### config.mk
export PLATFORM = sky130hd
export DESIGN_NAME = in_ep_cfg
export DESIGN_NICKNAME = d
export VERILOG_FILES = /design/src/rtl/in_ep_pkg.sv /design/src/rtl/ep_cfg_if.sv /design/src/rtl/in_ep_cfg.sv /design/src/rtl/in_ep_xact.sv
export VERILOG_INCLUDE_DIRS = /design/src /design/src/rtl
export SDC_FILE = /design/constraint.sdc
export NUM_CORES = 1
export LEC_CHECK = 0
export BUFFER_PORTS_ARGS = -buffer_cell sky130_fd_sc_hd__buf_2
export CORE_MARGIN = 4
export CORE_UTILIZATION = 42
export DETAILED_ROUTE_END_ITERATION = 10
export HOLD_SLACK_MARGIN = 0.03
export PLACE_DENSITY = 0.74
export SETUP_SLACK_MARGIN = 0.2
export SLEW_MARGIN = 20
export SYNTH_ARGS = -nofsm -noshare
export SYNTH_HDL_FRONTEND = slang
export SYNTH_HIERARCHICAL = 1
export SYNTH_SLANG_ARGS = --single-unit
### constraint.sdc
create_clock -name CLK_I -period 1.9 [get_ports CLK_I]
set_input_delay 0.19 -clock CLK_I [delete_from_list [all_inputs] [get_ports CLK_I]]
set_output_delay 0.19 -clock CLK_I [all_outputs]
set_load 0.05 [all_outputs]
### src/rtl/in_ep_map.svh
// Register offsets, field positions, reset values and event bits for the in endpoint block
// Assumes inclusion by bare name from the design files
`ifndef IN_EP_MAP_SVH
`define IN_EP_MAP_SVH

`define OFF_CFG 8'h00
`define OFF_IRQ_STATUS 8'h04
`define OFF_IRQ_MASK 8'h08
`define OFF_EP_STATUS 8'h0C

`define BIT_ACTIVE 7
`define BIT_ISO 6
`define BIT_TOGGLE 5
`define BIT_TWO_BUF 4
`define BIT_STALL 3
`define BIT_IRQ_EN 2

`define CFG_RESET 8'h00
`define CFG_WMASK 8'hFC
`define IRQ_RESET 3'h0

`define EVT_DONE 0
`define EVT_STALL 1
`define EVT_ISO 2

`endif

### src/rtl/in_ep_pkg.sv
// Types shared by the in endpoint block
// Assumes no other package
package in_ep_pkg;
  typedef enum logic [1:0] {HS_NONE, HS_DATA, HS_STALL, HS_ISO} answer_t;
  typedef enum logic {PID_DATA0, PID_DATA1} data_pid_t;
endpackage

### src/rtl/ep_cfg_if.sv
// Carrier between the bus slave side and the transaction logic
// Assumes one clock domain
`timescale 1ns/1ps
interface ep_cfg_if;
  logic [7:0] cfg;
  logic flip_toggle;
  modport owner(output cfg, input flip_toggle);
  modport user(input cfg, output flip_toggle);
endinterface

### src/rtl/in_ep_cfg.sv
// Operation
// - Type bit set selects isochronous endpoint
// - Toggle flips only after successful data
// - Toggle zero sends DATA0, one DATA1
// - Two-buffer bit alternates X and Y
// - Stall bit answers every transaction STALL
// - Low two bits reserved, no effect
// - Active bit enables endpoint participation
//
// In endpoint configuration byte with AXI4-Lite slave and interrupt
// Assumes the serial engine shares CLK_I and holds IN_REQ_I one cycle per token
//
// The AXI4-Lite slave port and the placing of the registers are this design's own decisions.
`timescale 1ns/1ps
`include "in_ep_map.svh"
module in_ep_cfg
  import in_ep_pkg::*;
(
  // Clock and reset
  input wire logic CLK_I,
  input wire logic RESET_I,
  // AXI4-Lite write
  input wire logic [7:0] AWADDR_I,
  input wire logic AWVALID_I,
  output logic AWREADY_O,
  input wire logic [31:0] WDATA_I,
  input wire logic [3:0] WSTRB_I,
  input wire logic WVALID_I,
  output logic WREADY_O,
  output logic [1:0] BRESP_O,
  output logic BVALID_O,
  input wire logic BREADY_I,
  // AXI4-Lite read
  input wire logic [7:0] ARADDR_I,
  input wire logic ARVALID_I,
  output logic ARREADY_O,
  output logic [31:0] RDATA_O,
  output logic [1:0] RRESP_O,
  output logic RVALID_O,
  input wire logic RREADY_I,
  // Serial engine side
  input wire logic IN_REQ_I,
  input wire logic IN_ACK_I,
  output in_ep_pkg::answer_t ANSWER_O,
  output in_ep_pkg::data_pid_t PID_O,
  output logic BUF_Y_O,
  // Interrupt
  output logic IRQ_O
);
  import in_ep_pkg::*;

  ////////////////////////////////////////////////////////////////////
  // Register decode helpers; word_addr and reg_mapped shared by both channels, read_word by the read channel
  function automatic logic [7:0] word_addr(input logic [7:0] a);
    return {a[7:2], 2'b00};
  endfunction

  function automatic logic reg_mapped(input logic [7:0] a);
    logic hit;
    case (a)
      `OFF_CFG, `OFF_IRQ_STATUS, `OFF_IRQ_MASK, `OFF_EP_STATUS: begin
        hit = 1'b1;
      end
      default: begin
        hit = 1'b0;
      end
    endcase
    return hit;
  endfunction

  // Unmapped offsets read as zero
  function automatic logic [31:0] read_word(input logic [7:0] a, input logic [7:0] c,
    input logic [2:0] s, input logic [2:0] m, input logic [31:0] e);
    logic [31:0] d;
    case (a)
      `OFF_CFG: begin
        d = {24'h0, c};
      end
      `OFF_IRQ_STATUS: begin
        d = {29'h0, s};
      end
      `OFF_IRQ_MASK: begin
        d = {29'h0, m};
      end
      `OFF_EP_STATUS: begin
        d = e;
      end
      default: begin
        d = 32'h0000_0000;
      end
    endcase
    return d;
  endfunction

  ep_cfg_if cif();
  logic [7:0] cfg_ff;
  logic [2:0] irq_stat_ff, irq_mask_ff;
  logic [7:0] aw_ff;
  logic aw_ok_ff, w_ok_ff;
  logic [31:0] w_ff;
  logic [3:0] ws_ff;
  answer_t xans;
  data_pid_t xpid;
  logic xbuf, xdone;

  ////////////////////////////////////////////////////////////////////
  // Transaction logic
  in_ep_xact u_xact (
    .clk_i(CLK_I),
    .reset_i(RESET_I),
    .cfg_if(cif.user),
    .req_i(IN_REQ_I),
    .ack_i(IN_ACK_I),
    .answer_o(xans),
    .pid_o(xpid),
    .buf_y_o(xbuf),
    .done_o(xdone)
  );
  assign cif.cfg = cfg_ff;

  ////////////////////////////////////////////////////////////////////
  // Write channel: address and data taken in either order
  wire aw_take = AWVALID_I & AWREADY_O;
  wire w_take = WVALID_I & WREADY_O;
  wire b_take = BVALID_O & BREADY_I;
  wire do_wr = aw_ok_ff & w_ok_ff & ~BVALID_O;
  wire byte0_wr = do_wr & ws_ff[0];
  wire wr_cfg = byte0_wr & (aw_ff == `OFF_CFG);
  wire wr_stat = byte0_wr & (aw_ff == `OFF_IRQ_STATUS);
  wire wr_mask = byte0_wr & (aw_ff == `OFF_IRQ_MASK);
  wire wr_known = reg_mapped(aw_ff);
  // Halves held until the write is done; ready returns when the response is taken; one write in flight
  wire nxt_aw_ok = ~do_wr & (aw_ok_ff | aw_take);
  wire nxt_w_ok = ~do_wr & (w_ok_ff | w_take);
  wire nxt_awready = b_take | (AWREADY_O & ~aw_take);
  wire nxt_wready = b_take | (WREADY_O & ~w_take);
  wire nxt_bvalid = do_wr | (BVALID_O & ~BREADY_I);

  always_ff @(posedge CLK_I or posedge RESET_I) begin
    if (RESET_I) begin
      aw_ok_ff <= 1'b0;
      w_ok_ff <= 1'b0;
    end else begin
      aw_ok_ff <= nxt_aw_ok;
      w_ok_ff <= nxt_w_ok;
    end
  end

  always_ff @(posedge CLK_I or posedge RESET_I) begin
    if (RESET_I) begin
      aw_ff <= 8'h00;
    end else if (aw_take) begin
      aw_ff <= word_addr(AWADDR_I);
    end
  end

  always_ff @(posedge CLK_I or posedge RESET_I) begin
    if (RESET_I) begin
      w_ff <= 32'h0000_0000;
      ws_ff <= 4'h0;
    end else if (w_take) begin
      w_ff <= WDATA_I;
      ws_ff <= WSTRB_I;
    end
  end

  always_ff @(posedge CLK_I or posedge RESET_I) begin
    if (RESET_I) begin
      AWREADY_O <= 1'b1;
      WREADY_O <= 1'b1;
    end else begin
      AWREADY_O <= nxt_awready;
      WREADY_O <= nxt_wready;
    end
  end

  // Unmapped offsets still complete, with SLVERR
  always_ff @(posedge CLK_I or posedge RESET_I) begin
    if (RESET_I) begin
      BVALID_O <= 1'b0;
      BRESP_O <= 2'h0;
    end else begin
      BVALID_O <= nxt_bvalid;
      if (do_wr) begin
        BRESP_O <= wr_known ? 2'h0 : 2'h2;
      end
    end
  end

  ////////////////////////////////////////////////////////////////////
  // Configuration byte; toggle is owned by the transaction logic
  // Firmware write of toggle wins only when no flip lands that cycle
  wire [7:0] wcfg = w_ff[7:0] & `CFG_WMASK;
  wire nxt_toggle = cif.flip_toggle ? ~cfg_ff[`BIT_TOGGLE] :
    (wr_cfg ? wcfg[`BIT_TOGGLE] : cfg_ff[`BIT_TOGGLE]);

  always_ff @(posedge CLK_I or posedge RESET_I) begin
    if (RESET_I) begin
      cfg_ff <= `CFG_RESET;
    end else begin
      if (wr_cfg) begin
        cfg_ff <= wcfg;
      end
      cfg_ff[`BIT_TOGGLE] <= nxt_toggle;
    end
  end

  ////////////////////////////////////////////////////////////////////
  // Sticky events; set wins over write-one clear
  wire [2:0] evt;
  assign evt[`EVT_DONE] = xdone & cfg_ff[`BIT_IRQ_EN];
  assign evt[`EVT_STALL] = (xans == HS_STALL) & cfg_ff[`BIT_IRQ_EN];
  assign evt[`EVT_ISO] = (xans == HS_ISO) & cfg_ff[`BIT_IRQ_EN];
  wire [2:0] clr = wr_stat ? w_ff[2:0] : 3'h0;
  wire [2:0] nxt_stat = (irq_stat_ff & ~clr) | evt;
  wire [2:0] nxt_mask = wr_mask ? w_ff[2:0] : irq_mask_ff;
  wire nxt_irq = |(nxt_stat & nxt_mask);

  always_ff @(posedge CLK_I or posedge RESET_I) begin
    if (RESET_I) begin
      irq_stat_ff <= `IRQ_RESET;
    end else begin
      irq_stat_ff <= nxt_stat;
    end
  end

  always_ff @(posedge CLK_I or posedge RESET_I) begin
    if (RESET_I) begin
      irq_mask_ff <= `IRQ_RESET;
    end else if (wr_mask) begin
      irq_mask_ff <= w_ff[2:0];
    end
  end

  always_ff @(posedge CLK_I or posedge RESET_I) begin
    if (RESET_I) begin
      IRQ_O <= 1'b0;
    end else begin
      IRQ_O <= nxt_irq;
    end
  end

  ////////////////////////////////////////////////////////////////////
  // Read channel
  wire [7:0] ra = word_addr(ARADDR_I);
  wire [31:0] ep_stat = {29'h0, xbuf, cfg_ff[`BIT_TOGGLE], cfg_ff[`BIT_STALL]};
  wire r_known = reg_mapped(ra);
  wire [31:0] rsel = read_word(ra, cfg_ff, irq_stat_ff, irq_mask_ff, ep_stat);
  wire ar_take = ARVALID_I & ARREADY_O;
  wire r_take = RVALID_O & RREADY_I;

  // One read in flight; data frozen until the master takes it
  always_ff @(posedge CLK_I or posedge RESET_I) begin
    if (RESET_I) begin
      ARREADY_O <= 1'b1;
      RVALID_O <= 1'b0;
    end else if (ar_take) begin
      ARREADY_O <= 1'b0;
      RVALID_O <= 1'b1;
    end else if (r_take) begin
      RVALID_O <= 1'b0;
      ARREADY_O <= 1'b1;
    end
  end

  always_ff @(posedge CLK_I or posedge RESET_I) begin
    if (RESET_I) begin
      RDATA_O <= 32'h0000_0000;
      RRESP_O <= 2'h0;
    end else if (ar_take) begin
      RDATA_O <= rsel;
      RRESP_O <= r_known ? 2'h0 : 2'h2;
    end
  end

  ////////////////////////////////////////////////////////////////////
  // Link answers registered; PID reflects toggle at token time
  // Answer falls back to none in the cycle after any cycle without a token
  always_ff @(posedge CLK_I or posedge RESET_I) begin
    if (RESET_I) begin
      ANSWER_O <= HS_NONE;
    end else begin
      ANSWER_O <= xans;
    end
  end

  always_ff @(posedge CLK_I or posedge RESET_I) begin
    if (RESET_I) begin
      PID_O <= PID_DATA0;
    end else begin
      PID_O <= xpid;
    end
  end

  always_ff @(posedge CLK_I or posedge RESET_I) begin
    if (RESET_I) begin
      BUF_Y_O <= 1'b0;
    end else begin
      BUF_Y_O <= xbuf;
    end
  end
endmodule

### src/rtl/in_ep_xact.sv
// Transaction answer logic of one in endpoint
// Assumes requests from the serial engine on the same clock
`timescale 1ns/1ps
`include "in_ep_map.svh"
module in_ep_xact
  import in_ep_pkg::*;
(
  input wire logic clk_i,
  input wire logic reset_i,
  ep_cfg_if.user cfg_if,
  input wire logic req_i,
  input wire logic ack_i,
  output in_ep_pkg::answer_t answer_o,
  output in_ep_pkg::data_pid_t pid_o,
  output logic buf_y_o,
  output logic done_o
);
  logic buf_y_ff;
  wire active = cfg_if.cfg[`BIT_ACTIVE];
  wire stall = cfg_if.cfg[`BIT_STALL];
  wire iso = cfg_if.cfg[`BIT_ISO];
  wire two_buf = cfg_if.cfg[`BIT_TWO_BUF];
  wire good = req_i & ack_i & active & ~stall & ~iso;

  assign cfg_if.flip_toggle = good;
  assign done_o = good;

  // Stall beats data; disabled endpoint stays silent
  always_comb begin
    answer_o = HS_NONE;
    if (req_i & active) begin
      if (stall) answer_o = HS_STALL;
      else if (iso) answer_o = HS_ISO;
      else answer_o = HS_DATA;
    end
  end

  assign pid_o = cfg_if.cfg[`BIT_TOGGLE] ? PID_DATA1 : PID_DATA0;
  assign buf_y_o = two_buf & buf_y_ff;

  // Alternate X and Y only after a delivered packet
  always_ff @(posedge clk_i or posedge reset_i) begin
    if (reset_i) buf_y_ff <= 1'b0;
    else if (!two_buf) buf_y_ff <= 1'b0;
    else if (good) buf_y_ff <= ~buf_y_ff;
  end
endmodule
==> flow_summary.toml <==
[final_layout]
multi_input_area_um2 = 905.9
area_growth_pct = 19.06
drive_gt1_share_pct = 40.63
seq_area_um2 = 1256
instances_no_fill = 326
utilization_pct = 52.40
fin_nets = 316
fill_cells = 495
diodes = 0

[yosys]
synth.distinct_cells = 37
avgSynthCellArea_um2 = 11.93
yosysTopAreaCellShare_pct = 51.34
synth_area_um2 = 2291
ys_seq_area_share_pct = 54.78
synth-main-ff-cell = "dfrtp_1"
synthArstFlopShare_pct = 100.0
synth_xor_xnor_area_share_pct = 0
synth-edff-count = 0
muxShareOfSynthArea_pct = 13.11
synth_compound_area_share_pct = 9.394
ys_seq_elements = 50
synth_top_family_by_area = "multiplexers"
synth_warnings = 6
yosys.area_share.simple_pct = 10.76
synth.area.top_cells = "dfrtp_1, mux2_2, buf_4"
synth.largest_area_cell = "dfrtp_1"
synthAdderAreaFrac_pct = 0
synthCells = 192

[timing]
fin_crit_sh_pct = 99.60
rsz0062_at_grt = "true"
slew-limit-headroom_pct = 62.62
clock.fmax_mhz = 528.4
slew_viol_final = 0
hold_viol_final = 0
worst_slew_pin_slew_ns = 0.5599
setup_viol = 0
final.setup_skew_ns = 0.003731
final_critical_path_setup_slack_ns = 0.007649
finalCriticalPeriod_ns = 1.892

[critical_path]
path_max_fanout = 2
end_kind = "flop"
crit_path_start_kind = "flop"
critical_path.endpoint = "IRQ_O"
arrival_ns = 2.06
ff2ff_setup_slack_ns = 0.008
ff2ff_path_depth = 4
criticalPathCategory = "flop to flop"
reg2reg_to = "IRQ_O"
worstReg2RegStart = "aw_ff[5]"
setup.worst_path.start = "aw_ff[5]"
crit_required_ns = 2.07

[floorplan]
fp-row-count = 26
design.portCount = 107
die_y_um = 81.86
core_um2 = 5205
start_util_pct = 44.01
fp.dieW_um = 81.86
die_area_um2 = 6700

[route]
drt-initial-drc-count = 39
wl_per_cell_um = 13.34
vias = 1541
vias_per_cell = 4.727
firstDrtPassIters = 4
routed_wl_um = 4349
drt.antenna.violating_nets = 0
drc_errors = 0

[power]
power.total_mw = 3.465
irDropWorstVdd_v = 0.0008104
power.leakage_nw = 1.366
pwr_density_cell_nw_per_um2 = 1270

[place]
hpwlAfterDp_um = 3270
dpl_worst_slack_ns = 0.009562
dp_cells = 313
io_buffers = 49
gp_congestion = 0.7125

[global_routing]
grt_usage_pct = 13.40
grt_pass1_vias = 1593
grt_overflow = 0
grt_max_degree = 29
antenna_found_initial = 0
grt_pass1_wl_um = 6941

[clock_tree]
cts_root_buffer = "clkbuf_8"
htree_levels = 2
cts_tree = "built"
cts_buffers = 5
path_clk_slew_ns = 0.08
cts_buffer_depth = 2
clock_latency_ns = 0.29
cts_sinks = 50

[min_path]
hp-class = "input pin to flop"

[status]
status = "finished clean"

[flow_run]
cap_violations = 0
cells in the final DEF (no fill, tap or decap), types with 3 or more instances in the layout:
master / instances
buf_2: 49
dfrtp_1: 46
nor2_1: 4
dfstp_2: 3
nand2_1: 12
clkbuf_8: 5
a21oi_1: 5
inv_1: 15
conb_1: 26
a31oi_1: 4
mux2_4: 5
a22o_1: 5
nor2b_1: 3
o21ai_0: 11
buf_6: 3
buf_4: 6
mux2_2: 16
nand3_1: 3
worst max-delay path, cell delays in order, from the launching register on:
cell and delay, ns:
dfrtp_1 0.39, or4_4 0.57, nor4_4 0.36, mux2i_2 0.31
o221ai_2 0.13
routing by layer:
metal  global-route usage [%]  part of all wire [%]  wire, um
met5                        0                     0         0
met4                    3.488                  0.85        37
met3                    3.947                   9.1       396
met2                    22.05                    47      2046
met1                    17.25                    43      1868
flip-flops by register name, indices dropped and copies added (netlist names), 2 cells and up:
signal	cells
cfg_ff	6
ANSWER_O	2
RDATA_O	8
aw_ff	6
irq_mask_ff	3
irq_stat_ff	3
w_ff	8
area by class of cell:
type / instances / area share (%)
timing repair buffer: 59 / 12.25
multi-input combinational: 123 / 33.21
clock inverter: 1 / 0.2752
inverter: 16 / 2.202
tap: 70 / 3.211
sequential: 50 / 46.05
clock buffer: 7 / 2.798
cells by family (layout without fill, tap and decap cells):
kind of cell,count (synthesis),count (layout)
muxes,26,26
buffers and inverters,44,83
other,1,26
DFF,50,50
and+or+nand+nor,38,38
AOI/OAI and AO/OA,33,33
synth_stat cells, drive strengths merged (2+ instances only):
cell / instances
dfrtp: 47
buf: 28
mux2: 22
inv: 16
nand2: 13
o21ai: 11
a21oi: 6
a22o: 5
a31oi: 4
nor2: 4
nor4: 4
dfstp: 3
mux2i: 3
nand3: 3
nor2b: 3
a22oi: 2
or2: 2
how the worst min path moves through the flow:
stage	start	endpoint	slack (ns)	cells after the start
5_1_grt	WVALID_I	WREADY_O	0.08	2
2_1_floorplan	RESET_I	u_xact/buf_y_ff	-0.08	1
6_report	AWVALID_I	AWREADY_O	0.07	2
3_3_place_gp	RESET_I	u_xact/buf_y_ff	0.05	2
3_5_place_dp	RESET_I	u_xact/buf_y_ff	0.05	2
4_1_cts	AWVALID_I	AWREADY_O	0.06	2
per-stage QoR:
stage,setup TNS [ns],hold WS (ns),cell area (um2)
finish,0,0.07096,2728
global route,-0.06433,0.07645,2728
CTS,0,0.05954,2679
detailed placement,0,0.04759,2555
global placement,0,0.04651,2555
floorplan,0,-0.08129,2395
repair_timing:
action                                 in CTS  in global routing
setup buffers                               4                  0
cloned                                      0                  0
setup endpoints to repair                   9                 11
endpoints found under the hold margin      25                  0
pin swaps                                   3                  4
hold buffers                                1                  0
resized for setup                           0                 13
where the power goes:
part | total [mW] | switching (mW) | internal (mW) | leakage [nW]
Clock | 0.591 | 0.330 | 0.261 | 0.0385
Combinational | 1.16 | 0.690 | 0.469 | 0.698
Sequential | 1.71 | 0.316 | 1.40 | 0.629
Total | 3.47 | 1.34 | 2.13 | 1.37
Power figures use the tool's default switching activity.
